**src/rtl/pin_mux_pkg.sv**
```systemverilog
// Package for the port pin function multiplexer: port widths, bit positions, reset values.
// Assumes one system clock and an asynchronous active-low chip reset.
package pin_mux_pkg;
  localparam int unsigned PORT_ZERO_W  = 4;
  localparam int unsigned PORT_ONE_W   = 8;
  localparam int unsigned PORT_TWO_W   = 3;
  localparam int unsigned PORT_THREE_W = 8;
  localparam int unsigned PORT_FOUR_W  = 8;
  localparam int unsigned PORT_SEVEN_W = 8;
  // Port one alternate bits
  localparam int unsigned P1_IRQ0_BIT  = 0;
  localparam int unsigned P1_IRQ1_BIT  = 1;
  localparam int unsigned P1_IRQ2_BIT  = 2;
  localparam int unsigned P1_DVO_BIT   = 3;
  localparam int unsigned P1_PPG_BIT   = 4;
  localparam int unsigned P1_TC2_BIT   = 5;
  // Port two alternate bits
  localparam int unsigned P2_STOP_BIT  = 0;
  localparam int unsigned P2_OSCI_BIT  = 1;
  localparam int unsigned P2_OSCO_BIT  = 2;
  // Port three alternate bits
  localparam int unsigned P3_TMR_LO    = 0;
  localparam int unsigned P3_SCK_BIT   = 3;
  localparam int unsigned P3_SI_BIT    = 4;
  localparam int unsigned P3_SO_BIT    = 5;
  // Port four alternate bits
  localparam int unsigned P4_RXA_BIT   = 1;
  localparam int unsigned P4_TXA_BIT   = 2;
  localparam int unsigned P4_RXB_BIT   = 4;
  localparam int unsigned P4_TXB_BIT   = 5;
  localparam int unsigned P4_TC3_BIT   = 6;
  // Port seven stop-release bits
  localparam int unsigned P7_STOP_LO   = 4;
  localparam int unsigned P7_STOP_N    = 4;
  // Reset values: latches all ones so inputs and alternate functions work, directions all zeros
  localparam logic [7:0]  LATCH_RESET  = 8'hff;
  localparam logic [7:0]  DIR_RESET    = 8'h00;
  // Reset pin stretch after an internal reset cause
  localparam int unsigned RST_OUT_NS   = 1000;
  localparam int unsigned CLK_NS       = 100;
  localparam int unsigned RST_OUT_CYC  = (RST_OUT_NS + CLK_NS - 1) / CLK_NS;
endpackage : pin_mux_pkg

```
**src/rtl/pin_cell.sv**
```systemverilog
// One bidirectional port cell: latch-gated alternate output, optional open-drain.
// Assumes latch, direction and alternate selects come from registers in the caller.
module pin_cell (
  input  wire logic latch_i,      // Output latch bit
  input  wire logic dir_out_i,    // Direction, 1 = output
  input  wire logic alt_en_i,     // Alternate output active
  input  wire logic alt_val_i,    // Peripheral output value
  input  wire logic open_drain_i, // Open-drain selected
  input  wire logic pad_i,        // Pin level
  output logic      pad_o,        // Pin drive value
  output logic      pad_oe_o,     // Pin drive enable
  output logic      in_o          // Value seen by core
);
  wire logic drive_val;
  assign drive_val = alt_en_i ? (alt_val_i & latch_i) : latch_i;
  assign pad_o     = open_drain_i ? 1'b0 : drive_val;
  assign pad_oe_o  = dir_out_i & (open_drain_i ? ~drive_val : 1'b1);
  assign in_o      = pad_i;
endmodule : pin_cell

```
**src/rtl/port_pin_function_mux.sv**
```systemverilog
// Port pin multiplexer: plain I/O ports plus alternate peripheral routing.
// Assumes software-written latch, direction and select bits arrive as plain ports, pins are synchronous.
module port_pin_function_mux
  import pin_mux_pkg::*;
// Overview of operation
// - Port zero: four bits, per-bit direction
// - Open-drain needs enable and direction set
// - Serial unit uses bits 1/2 or 4/5
// - Port one bits 0-2 carry interrupts, timer
// - Port two bits 1/2 slow oscillator
// - Port seven bits 4-7 extra stop release
// - Reset pin in and out, watchdog, trap
#(
  parameter int unsigned RST_HOLD = RST_OUT_CYC
) (
  input  wire logic                    clk_i,                       // System clock
  input  wire logic                    reset_n_i,                   // Chip reset, active low
  // Software latches and directions
  input  wire logic [PORT_ZERO_W-1:0]  port_zero_latch_i,           // Port zero output latch
  input  wire logic [PORT_ZERO_W-1:0]  port_zero_dir_i,             // Port zero direction
  input  wire logic [PORT_ONE_W-1:0]   port_one_latch_i,            // Port one output latch
  input  wire logic [PORT_ONE_W-1:0]   port_one_dir_i,              // Port one direction
  input  wire logic [PORT_TWO_W-1:0]   port_two_latch_i,            // Port two output latch
  input  wire logic [PORT_THREE_W-1:0] port_three_latch_i,          // Port three output latch
  input  wire logic [PORT_THREE_W-1:0] port_three_dir_i,            // Port three direction
  input  wire logic [PORT_FOUR_W-1:0]  port_four_latch_i,           // Port four output latch
  input  wire logic [PORT_FOUR_W-1:0]  port_four_direction_control_i, // Port four direction
  input  wire logic [PORT_FOUR_W-1:0]  port_four_open_drain_enable_i, // Port four open-drain
  input  wire logic [PORT_SEVEN_W-1:0] port_seven_latch_i,          // Port seven output latch
  input  wire logic [PORT_SEVEN_W-1:0] port_seven_dir_i,            // Port seven direction
  // Alternate function selects and peripheral outputs
  input  wire logic                    divider_out_en_i,            // Divider output select
  input  wire logic                    divider_out_i,               // Divider value
  input  wire logic                    pulse_pattern_out_en_i,      // Pulse generator select
  input  wire logic                    pulse_pattern_out_i,         // Pulse generator value
  input  wire logic [2:0]              modulated_out_en_i,          // Port three bits 0-2 output select
  input  wire logic [2:0]              modulated_out_i,             // Modulated / divided pulse values
  input  wire logic                    serial_out_en_i,             // Serial data out select
  input  wire logic                    serial_out_i,                // Serial data out value
  input  wire logic                    serial_clk_out_en_i,         // Serial clock out select
  input  wire logic                    serial_clk_out_i,            // Serial clock out value
  input  wire logic                    async_enable_i,              // Asynchronous unit on
  input  wire logic                    async_pin_select_i,          // 0 = bits 1/2, 1 = bits 4/5
  input  wire logic                    async_tx_i,                  // Asynchronous transmit value
  input  wire logic                    slow_osc_enable_i,           // Slow oscillator on
  input  wire logic                    slow_osc_drive_i,            // Slow oscillator amplifier out
  input  wire logic                    watchdog_reset_i,            // Watchdog reset request
  input  wire logic                    address_trap_reset_i,        // Address trap reset request
  // Pins
  input  wire logic [PORT_ZERO_W-1:0]  port_zero_pad_i,             // Port zero pin level
  output logic      [PORT_ZERO_W-1:0]  port_zero_pad_o,             // Port zero drive
  output logic      [PORT_ZERO_W-1:0]  port_zero_pad_oe_o,          // Port zero enable
  input  wire logic [PORT_ONE_W-1:0]   port_one_pad_i,              // Port one pin level
  output logic      [PORT_ONE_W-1:0]   port_one_pad_o,              // Port one drive
  output logic      [PORT_ONE_W-1:0]   port_one_pad_oe_o,           // Port one enable
  input  wire logic [PORT_TWO_W-1:0]   port_two_pad_i,              // Port two pin level
  output logic      [PORT_TWO_W-1:0]   port_two_pad_o,              // Port two drive
  output logic      [PORT_TWO_W-1:0]   port_two_pad_oe_o,           // Port two enable
  input  wire logic [PORT_THREE_W-1:0] port_three_pad_i,            // Port three pin level
  output logic      [PORT_THREE_W-1:0] port_three_pad_o,            // Port three drive
  output logic      [PORT_THREE_W-1:0] port_three_pad_oe_o,         // Port three enable
  input  wire logic [PORT_FOUR_W-1:0]  port_four_pad_i,             // Port four pin level
  output logic      [PORT_FOUR_W-1:0]  port_four_pad_o,             // Port four drive
  output logic      [PORT_FOUR_W-1:0]  port_four_pad_oe_o,          // Port four enable
  input  wire logic [PORT_SEVEN_W-1:0] port_seven_pad_i,            // Port seven pin level
  output logic      [PORT_SEVEN_W-1:0] port_seven_pad_o,            // Port seven drive
  output logic      [PORT_SEVEN_W-1:0] port_seven_pad_oe_o,         // Port seven enable
  input  wire logic                    reset_pad_i,                 // Reset pin level
  output logic                         reset_pad_o,                 // Reset pin drive, always 0
  output logic                         reset_pad_oe_o,              // Reset pin pulling low
  // Core-side inputs
  output logic [PORT_ZERO_W-1:0]       port_zero_in_o,              // Port zero read data
  output logic [PORT_ONE_W-1:0]        port_one_in_o,               // Port one read data
  output logic [PORT_TWO_W-1:0]        port_two_in_o,               // Port two read data
  output logic [PORT_THREE_W-1:0]      port_three_in_o,             // Port three read data
  output logic [PORT_FOUR_W-1:0]       port_four_in_o,              // Port four read data
  output logic [PORT_SEVEN_W-1:0]      port_seven_in_o,             // Port seven read data
  output logic                         ext_irq_zero_o,              // External interrupt 0
  output logic                         ext_irq_one_o,               // External interrupt 1
  output logic                         ext_irq_two_o,               // External interrupt 2
  output logic                         timer_input_one_o,           // Timer counter 1 input
  output logic                         timer_input_two_o,           // Timer counter 2 input
  output logic                         timer_input_three_o,         // Timer counter 3 input
  output logic [2:0]                   timer_inputs_high_o,         // Timer counters 4-6 inputs
  output logic                         serial_in_o,                 // Serial data in
  output logic                         serial_clk_in_o,             // Serial clock in
  output logic                         async_rx_o,                  // Asynchronous receive data
  output logic                         stop_release_main_o,         // Main stop release input
  output logic [P7_STOP_N-1:0]         stop_release_extra_o,        // Extra stop release inputs
  output logic                         slow_osc_in_o,               // Slow oscillator input
  output logic                         external_reset_o             // External reset seen on pin
);
  // Port one alternate selects
  wire logic [PORT_ONE_W-1:0]   p1_alt_en;
  wire logic [PORT_ONE_W-1:0]   p1_alt_val;
  assign p1_alt_en  = 8'(({7'h00, divider_out_en_i} << P1_DVO_BIT)
                     | ({7'h00, pulse_pattern_out_en_i} << P1_PPG_BIT));
  assign p1_alt_val = 8'(({7'h00, divider_out_i} << P1_DVO_BIT)
                     | ({7'h00, pulse_pattern_out_i} << P1_PPG_BIT));

  // Port three alternate selects
  wire logic [PORT_THREE_W-1:0] p3_alt_en;
  wire logic [PORT_THREE_W-1:0] p3_alt_val;
  assign p3_alt_en  = {2'b00, serial_out_en_i, 1'b0, serial_clk_out_en_i, modulated_out_en_i};
  assign p3_alt_val = {2'b00, serial_out_i, 1'b0, serial_clk_out_i, modulated_out_i};

  // Port four serial pair selection
  wire logic [PORT_FOUR_W-1:0]  p4_alt_en;
  wire logic [PORT_FOUR_W-1:0]  p4_alt_val;
  wire logic                    async_rx_first;
  wire logic                    async_rx_second;
  assign p4_alt_en  = async_enable_i ? 8'(8'h01 << (async_pin_select_i ? P4_TXB_BIT : P4_TXA_BIT))
                                     : 8'h00;
  assign p4_alt_val = {PORT_FOUR_W{async_tx_i}};
  assign async_rx_first  = port_four_pad_i[P4_RXA_BIT];
  assign async_rx_second = port_four_pad_i[P4_RXB_BIT];
  assign async_rx_o      = async_pin_select_i ? async_rx_second : async_rx_first;

  // Port two: stop input plus slow oscillator pins
  wire logic [PORT_TWO_W-1:0]   p2_dir;
  wire logic [PORT_TWO_W-1:0]   p2_alt_en;
  wire logic [PORT_TWO_W-1:0]   p2_alt_val;
  assign p2_dir     = {slow_osc_enable_i, 1'b0, 1'b0} | ~port_two_latch_i; // Latch zero pulls low
  assign p2_alt_en  = {slow_osc_enable_i, 2'b00};
  assign p2_alt_val = {slow_osc_drive_i, 2'b00};

  wire logic [PORT_FOUR_W-1:0]  p4_od;
  assign p4_od = port_four_open_drain_enable_i & port_four_direction_control_i;

  // Pin cells, one generate loop per port
  genvar g;
  generate
    for (g = 0; g < PORT_ZERO_W; g++) begin : g_p0
      pin_cell u_cell (.latch_i(port_zero_latch_i[g]), .dir_out_i(port_zero_dir_i[g]),
        .alt_en_i(1'b0), .alt_val_i(1'b0), .open_drain_i(1'b0), .pad_i(port_zero_pad_i[g]),
        .pad_o(port_zero_pad_o[g]), .pad_oe_o(port_zero_pad_oe_o[g]), .in_o(port_zero_in_o[g]));
    end
    for (g = 0; g < PORT_ONE_W; g++) begin : g_p1
      pin_cell u_cell (.latch_i(port_one_latch_i[g]), .dir_out_i(port_one_dir_i[g]),
        .alt_en_i(p1_alt_en[g]), .alt_val_i(p1_alt_val[g]), .open_drain_i(1'b0),
        .pad_i(port_one_pad_i[g]), .pad_o(port_one_pad_o[g]), .pad_oe_o(port_one_pad_oe_o[g]),
        .in_o(port_one_in_o[g]));
    end
    for (g = 0; g < PORT_TWO_W; g++) begin : g_p2
      pin_cell u_cell (.latch_i(port_two_latch_i[g]), .dir_out_i(p2_dir[g]),
        .alt_en_i(p2_alt_en[g]), .alt_val_i(p2_alt_val[g]), .open_drain_i(1'b0),
        .pad_i(port_two_pad_i[g]), .pad_o(port_two_pad_o[g]), .pad_oe_o(port_two_pad_oe_o[g]),
        .in_o(port_two_in_o[g]));
    end
    for (g = 0; g < PORT_THREE_W; g++) begin : g_p3
      pin_cell u_cell (.latch_i(port_three_latch_i[g]), .dir_out_i(port_three_dir_i[g]),
        .alt_en_i(p3_alt_en[g]), .alt_val_i(p3_alt_val[g]), .open_drain_i(1'b0),
        .pad_i(port_three_pad_i[g]), .pad_o(port_three_pad_o[g]), .pad_oe_o(port_three_pad_oe_o[g]),
        .in_o(port_three_in_o[g]));
    end
    for (g = 0; g < PORT_FOUR_W; g++) begin : g_p4
      pin_cell u_cell (.latch_i(port_four_latch_i[g]), .dir_out_i(port_four_direction_control_i[g]),
        .alt_en_i(p4_alt_en[g]), .alt_val_i(p4_alt_val[g]), .open_drain_i(p4_od[g]),
        .pad_i(port_four_pad_i[g]), .pad_o(port_four_pad_o[g]), .pad_oe_o(port_four_pad_oe_o[g]),
        .in_o(port_four_in_o[g]));
    end
    for (g = 0; g < PORT_SEVEN_W; g++) begin : g_p7
      pin_cell u_cell (.latch_i(port_seven_latch_i[g]), .dir_out_i(port_seven_dir_i[g]),
        .alt_en_i(1'b0), .alt_val_i(1'b0), .open_drain_i(1'b0), .pad_i(port_seven_pad_i[g]),
        .pad_o(port_seven_pad_o[g]), .pad_oe_o(port_seven_pad_oe_o[g]), .in_o(port_seven_in_o[g]));
    end
  endgenerate

  // Alternate inputs routed to peripherals
  assign ext_irq_zero_o       = port_one_pad_i[P1_IRQ0_BIT];
  assign ext_irq_one_o        = port_one_pad_i[P1_IRQ1_BIT];
  assign ext_irq_two_o        = port_one_pad_i[P1_IRQ2_BIT];
  assign timer_input_one_o    = port_one_pad_i[P1_IRQ2_BIT];
  assign timer_input_two_o    = port_one_pad_i[P1_TC2_BIT];
  assign timer_input_three_o  = port_four_pad_i[P4_TC3_BIT];
  assign timer_inputs_high_o  = port_three_pad_i[P3_TMR_LO +: 3];
  assign serial_in_o          = port_three_pad_i[P3_SI_BIT];
  assign serial_clk_in_o      = port_three_pad_i[P3_SCK_BIT];
  assign stop_release_main_o  = port_two_pad_i[P2_STOP_BIT];
  assign stop_release_extra_o = port_seven_pad_i[P7_STOP_LO +: P7_STOP_N];
  assign slow_osc_in_o        = slow_osc_enable_i & port_two_pad_i[P2_OSCI_BIT];

  // Reset pin: stretch internal reset causes onto the open-drain pin
  logic [$clog2(RST_HOLD+1)-1:0] rst_cnt;
  wire logic                     int_reset_req;
  assign int_reset_req = watchdog_reset_i | address_trap_reset_i;

  always_ff @(posedge clk_i or negedge reset_n_i) begin
    if (!reset_n_i) begin
      rst_cnt <= '0;
    end else if (int_reset_req) begin
      rst_cnt <= ($clog2(RST_HOLD+1))'(RST_HOLD);
    end else if (rst_cnt != '0) begin
      rst_cnt <= rst_cnt - 1'b1;
    end
  end

  assign reset_pad_o      = 1'b0;
  assign reset_pad_oe_o   = (rst_cnt != '0);
  assign external_reset_o = ~reset_pad_i & ~reset_pad_oe_o;
endmodule : port_pin_function_mux

```
**config.mk**
```make
export PLATFORM = sky130hd
export DESIGN_NAME = port_pin_function_mux
export DESIGN_NICKNAME = d
export VERILOG_FILES = /design/src/rtl/pin_mux_pkg.sv /design/src/rtl/pin_cell.sv /design/src/rtl/port_pin_function_mux.sv
export SDC_FILE = /design/constraint.sdc
export NUM_CORES = 1
export LEC_CHECK = 0
export BUFFER_PORTS_ARGS = -buffer_cell sky130_fd_sc_hd__buf_2
export CAP_MARGIN = 20
export CORE_AREA = 2 2 110 112
export CTS_CLUSTER_DIAMETER = 150
export DETAILED_ROUTE_END_ITERATION = 12
export DIE_AREA = 0 0 112 114
export GPL_TIMING_DRIVEN = 0
export PLACE_DENSITY = 0.52
export SYNTH_ARGS = -nofsm -noshare
export SYNTH_HDL_FRONTEND = slang
export SYNTH_SLANG_ARGS = --single-unit
export TNS_END_PERCENT = 50
```
**constraint.sdc**
```tcl
create_clock -name clk_i -period 1.95 [get_ports clk_i]
set_clock_uncertainty 0.15 [all_clocks]
set_input_delay 0.195 -clock clk_i [delete_from_list [all_inputs] [get_ports clk_i]]
set_output_delay 0.195 -clock clk_i [all_outputs]
set_load 0.02 [all_outputs]
```
* Word level (Yosys, flattened, before mapping)
Cells that the tools add are included.
Storage, ports and cells: register bits 4, latch bits 0, bits in writable memories 0, ROM bits 0, word-level logic and storage cells 96, memories kept 0
Operators by class: add/subtract/negate cells 1, multiply operators 0, div/mod/pow operators 0, magnitude comparators 0, equality and inequality tests 0, shift operators 1, mux-type cells 43, bitwise gates (word level) 48, reduce and logical (&&, ||, !) cells 2
Operators with widths (number):
- 1-bit two-way mux | 39
- 1-bit AND | 29
- 1-bit NOT | 10
- 4-bit by 5-bit OR with 5-bit output | 2
- 8-bit AND | 1
- 4-bit two-way mux | 2
- 8-bit two-way mux | 1
- 1-bit by 3-bit left shift with 8-bit output (first input constant) | 1
- 4-bit nonzero test | 1
- 4-bit by 1-bit subtractor with 4-bit output (second input constant) | 1
- 1-bit AND (first input constant) | 3
- 3-bit two-way mux | 1
- 3-bit NOT | 1
- 3-bit OR | 1
- 2-bit nonzero test | 1
- 1-bit OR | 1

* Logic depth before layout (Yosys ltp)
depth after elaboration 7, mapped depth 5

* Hierarchy
A second synthesis with hierarchy kept.
Unflattened totals: cells, all modules 251, area total of the unflattened synthesis 2222.1 um^2
By module, submodules not included:
- pin_cell | times used 39, cells an instance 5, area an instance 45.0 um^2, sequential area each 0.0 um^2
- port_pin_function_mux | times used 1, cells an instance 56, area an instance 465.4 um^2, sequential area each 100.1 um^2

* Worst setup path after synthesis
OpenSTA, ideal clock, no wires.
kind reg2out, start register rst_cnt[0], end output external_reset_o, arrival time 1.379 ns, data required time 1.605 ns, path slack 0.226 ns, cell stages (with the launch flop) 6, buffers on the path 0, cells stage by stage dfrtp_1 > inv_1 > ha_1 > nor3b_2 > inv_1 > nor2_1
Between the ends: longest elaborated chain between the ends 3
Ends and longest elaborated chain:
- start: declaration | RTL line port_pin_function_mux.sv:184 | logic [$clog2(RST_HOLD+1)-1:0] rst_cnt;
- start signal: assignment | RTL line port_pin_function_mux.sv:192 | rst_cnt <= ($clog2(RST_HOLD+1))'(RST_HOLD);
- start signal: assignment | RTL line port_pin_function_mux.sv:194 | rst_cnt <= rst_cnt - 1'b1;
- 4-bit nonzero test | RTL line port_pin_function_mux.sv:199 | assign reset_pad_oe_o = (rst_cnt != '0);
- via reset_pad_oe_o | RTL line port_pin_function_mux.sv:70 | output logic reset_pad_oe_o,
- 1-bit NOT | RTL line port_pin_function_mux.sv:200 | assign external_reset_o = ~reset_pad_i & ~reset_pad_oe_o;
- 1-bit AND | RTL line port_pin_function_mux.sv:200
- end: declaration | RTL line port_pin_function_mux.sv:91 | output logic external_reset_o
The timed path passes the listed nets, and every way through them passes these cells.

* Final worst setup path
start register rst_cnt[0], end output external_reset_o
Between the ends: longest elaborated chain between the ends 3
Ends and longest elaborated chain (RTL line):
- 4-bit nonzero test | port_pin_function_mux.sv:199
- 1-bit NOT | port_pin_function_mux.sv:200
- 1-bit AND | port_pin_function_mux.sv:200
No other way between the ends.

==> key figures <==
Final layout
  – Top reg by flops: rst_cnt
  – Final #Nets: 555
  – Share of cells above drive strength 1: 84.2%
  – Filler cell count: 1,316
  – Most frequent cells in the layout: buf_2, buf_4, a21boi_0
  – Biggest regs: rst_cnt: 4 flops
  – Cell area after layout: 2810 um2
  – Storage element area: 100 um2
  – Synthesis-to-layout area growth: 84.6%
  – Most common cell after layout, fill and taps aside: buf_2
  – Fin cells: 552
  – N_diodes: 0
  – Max FFs per register: 4
  – Area of the multi-input gates: 364 um2

Die
  – # rows: 40
  – I/O pin count: 284
  – Die Area: 12,800 um2
  – Die height: 114 um
  – Die outline width: 112 um
  – CORE AREA: 11,700 um2
  – Starting Density: 13.0%

Power and ir drop
  – Combinational fraction of design power: 62.5%
  – Pleak: 0.00173 uW
  – Clock Power Share: 29.0%
  – Switching Share: 35.5%
  – Total Power: 1080 uW
  – Peak supply drop: 0.515 mV
  – Switch Pwr: 385 uW
  – P_int: 700 uW
  – Power density cells: 387 nW/um2
  – Seq pwr share: 8.5%

Status
  – Run status: completed

Logic synthesis
  – #FFs+latches synth: 4
  – Post-synth ARST share: 100%
  – Ys Warns: 0
  – Yosys cell types: 23
  – Mapped Area: 1520 um2
  – Post-synthesis sequential area ratio: 6.58%
  – Top_reg_cell synth: dfrtp_1
  – Post-synth EDFFs: 0
  – Synth Instances: 201
  – Avg Inst Size Synth: 7.56 um2
  – Syn_nets: 349

Worst setup path
  – Worst setup EP type: output port
  – CP bufs+invs: 3
  – RR Endpoint: rst_cnt[0]
  – Setup crit end: external_reset_o
  – Worst path cell trace: inv_1, ha_1, nor3b_4, inv_1, nor2_1, buf_4
  – Crit Path Max Fanout: 4
  – Slowest-stage cell, CP: dfrtp_1
  – Critical path's most frequent cell: inv_1
  – Critical path's largest stage delay: 0.39 ns
  – Delay-heaviest family, CP: flip-flops
  – Critical Path Start: rst_cnt[0]
  – CP Class: flip-flop to output port
  – Worst r2r src: rst_cnt[0]
  – Crit path arrival time: 1.52 ns
  – WP depth: 6
  – Startpoint types: flip-flop
  – WP data required: 1.60 ns
  – Reg-to-reg setup timing slack: 0.39 ns
  – R2R cell count: 4

STA
  – Achievable frequency: 536 MHz
  – Hold Fails Final Rpt: 0
  – Final Max Slew Viols: 0
  – Final Setup Violations: 0
  – Final Cycle Share: 95.7%
  – Tmin final: 1.87 ns

Global route
  – All-Layer GR Usage: 4.93%
  – Pin count of the biggest net entering global routing: 7
  – Initial antenna violation count: 0
  – Remaining Overflow, GRT: 0
  – Vias in the first global route: 1,483
  – Global-route wire length before repair: 5.53 mm

Detailed routing
  – ANT nets after route: 0
  – Via density: 3.26
  – Wire per inst: 7.50 um
  – Drt first pass iters: 4
  – DRT Wirelength: 4.14 mm
  – Initial DRC count: 33
  – Drc violations: 0
  – Vias: 1,799

Clock tree
  – Clock buffer depth: 2
  – Clock-pin slew on the worst setup and hold paths: 0.03 ns
  – CTS tree: done
  – Total CTS buffers: 3
  – Root buf cell: clkbuf_16
  – Worst-Skew Late Latency: 0.22 ns
  – H-tree Lvls: 1
  – Clk sink count: 4

Flow run
  – Max-cap violations: 0

Place
  – Global placer's final weighted congestion: 0.684
  – Area after DPL: 2690 um2
  – PortBufs: 197
  – DP Wirelength: 3.82 mm
  – Inst Count DP: 545

Min path
  – Worst hold path type: input pin to flip-flop
==> cells by family after synthesis <==
group | after synthesis | synth area share [%]
adders and majority gates | 2 | 1.65
AOI/OAI and AO/OA | 24 | 12.0
DFF | 4 | 6.58
and+or+nand+nor | 17 | 6.91
other | 1 | 0.247
buffers and inverters | 149 | 69.9
xor gates and xnor gates | 1 | 0.576
muxes | 3 | 2.14
==> area by class of cell <==
type	count	area share [%]
buffer	134	35.8
clock buffer	3	2.67
inverter	15	2.01
multi-input combinational	48	13.0
sequential	4	3.57
tap	147	6.55
timing repair buffer	201	36.4
==> Yosys cell counts (2+ instances only) <==
cell / count / share of area (%)
nand2_1: 2 / 0.49
a31oi_1: 2 / 0.82
nor2_1: 2 / 0.49
dfrtp_1: 4 / 6.6
buf_4: 134 / 66
ha_1: 2 / 1.6
nor3b_1: 2 / 0.99
inv_1: 15 / 3.7
a21boi_0: 20 / 9.9
mux2_2: 2 / 1.5
nor3_1: 3 / 0.99
and3_1: 2 / 0.82
==> through the flow <==
step | TNS, ns | setup WS, ns | utilization (%) | hold slack (ns)
CTS | 0 | 0.00912 | 23.8 | 0.0863
detailed placement | 0 | 0.213 | 23.0 | -0.145
global route | -0.0162 | -0.0162 | 24.0 | 0.110
finish | 0 | 0.0833 | 24.0 | 0.0777
global placement | 0 | 0.211 | 23.0 | -0.148
floorplan | 0 | 0.226 | - | -0.251
==> power by group through the flow <==
stage / Sequential [uW] / Clock (uW) / Combinational (uW)
CTS: 92.6 / 322 / 681
finish: 92.1 / 315 / 678
detailed placement: 93.0 / 0 / 677
global route: 92.6 / 330 / 725
global placement: 92.8 / 0 / 672
floorplan: 91.8 / 0 / 468
==> what timing repair did <==
item                       in CTS  in global routing
buffers inserted                0                  3
hold buffers                    1                  0
hold endpoints to repair        4                  0
setup endpoints to repair       1                  1
gates resized for setup         1                  1
==> layer usage <==
layer | vias up | share of wire [%] | track usage [%]
li1 | 908 | - | -
met1 | 743 | 29 | 4.44
met2 | 148 | 58 | 11.2
met3 | 0 | 14 | 1.28
met4 | 0 | 0 | 0.244
met5 | - | 0 | 0
==> worst min-delay path by stage <==
| stage | to | cells after the start | startpoint | slack (ns) |
|---|---|---|---|---|
| floorplan | rst_cnt[0] | 0 | reset_n_i | -0.25 |
| CTS | rst_cnt[2] | 2 | address_trap_reset_i | 0.09 |
| global route | rst_cnt[2] | 2 | watchdog_reset_i | 0.11 |
| detailed placement | rst_cnt[0] | 1 | reset_n_i | -0.14 |
| global placement | rst_cnt[0] | 1 | reset_n_i | -0.15 |
| finish | rst_cnt[2] | 2 | address_trap_reset_i | 0.08 |
No activity file was read; power rests on OpenSTA's default activity.
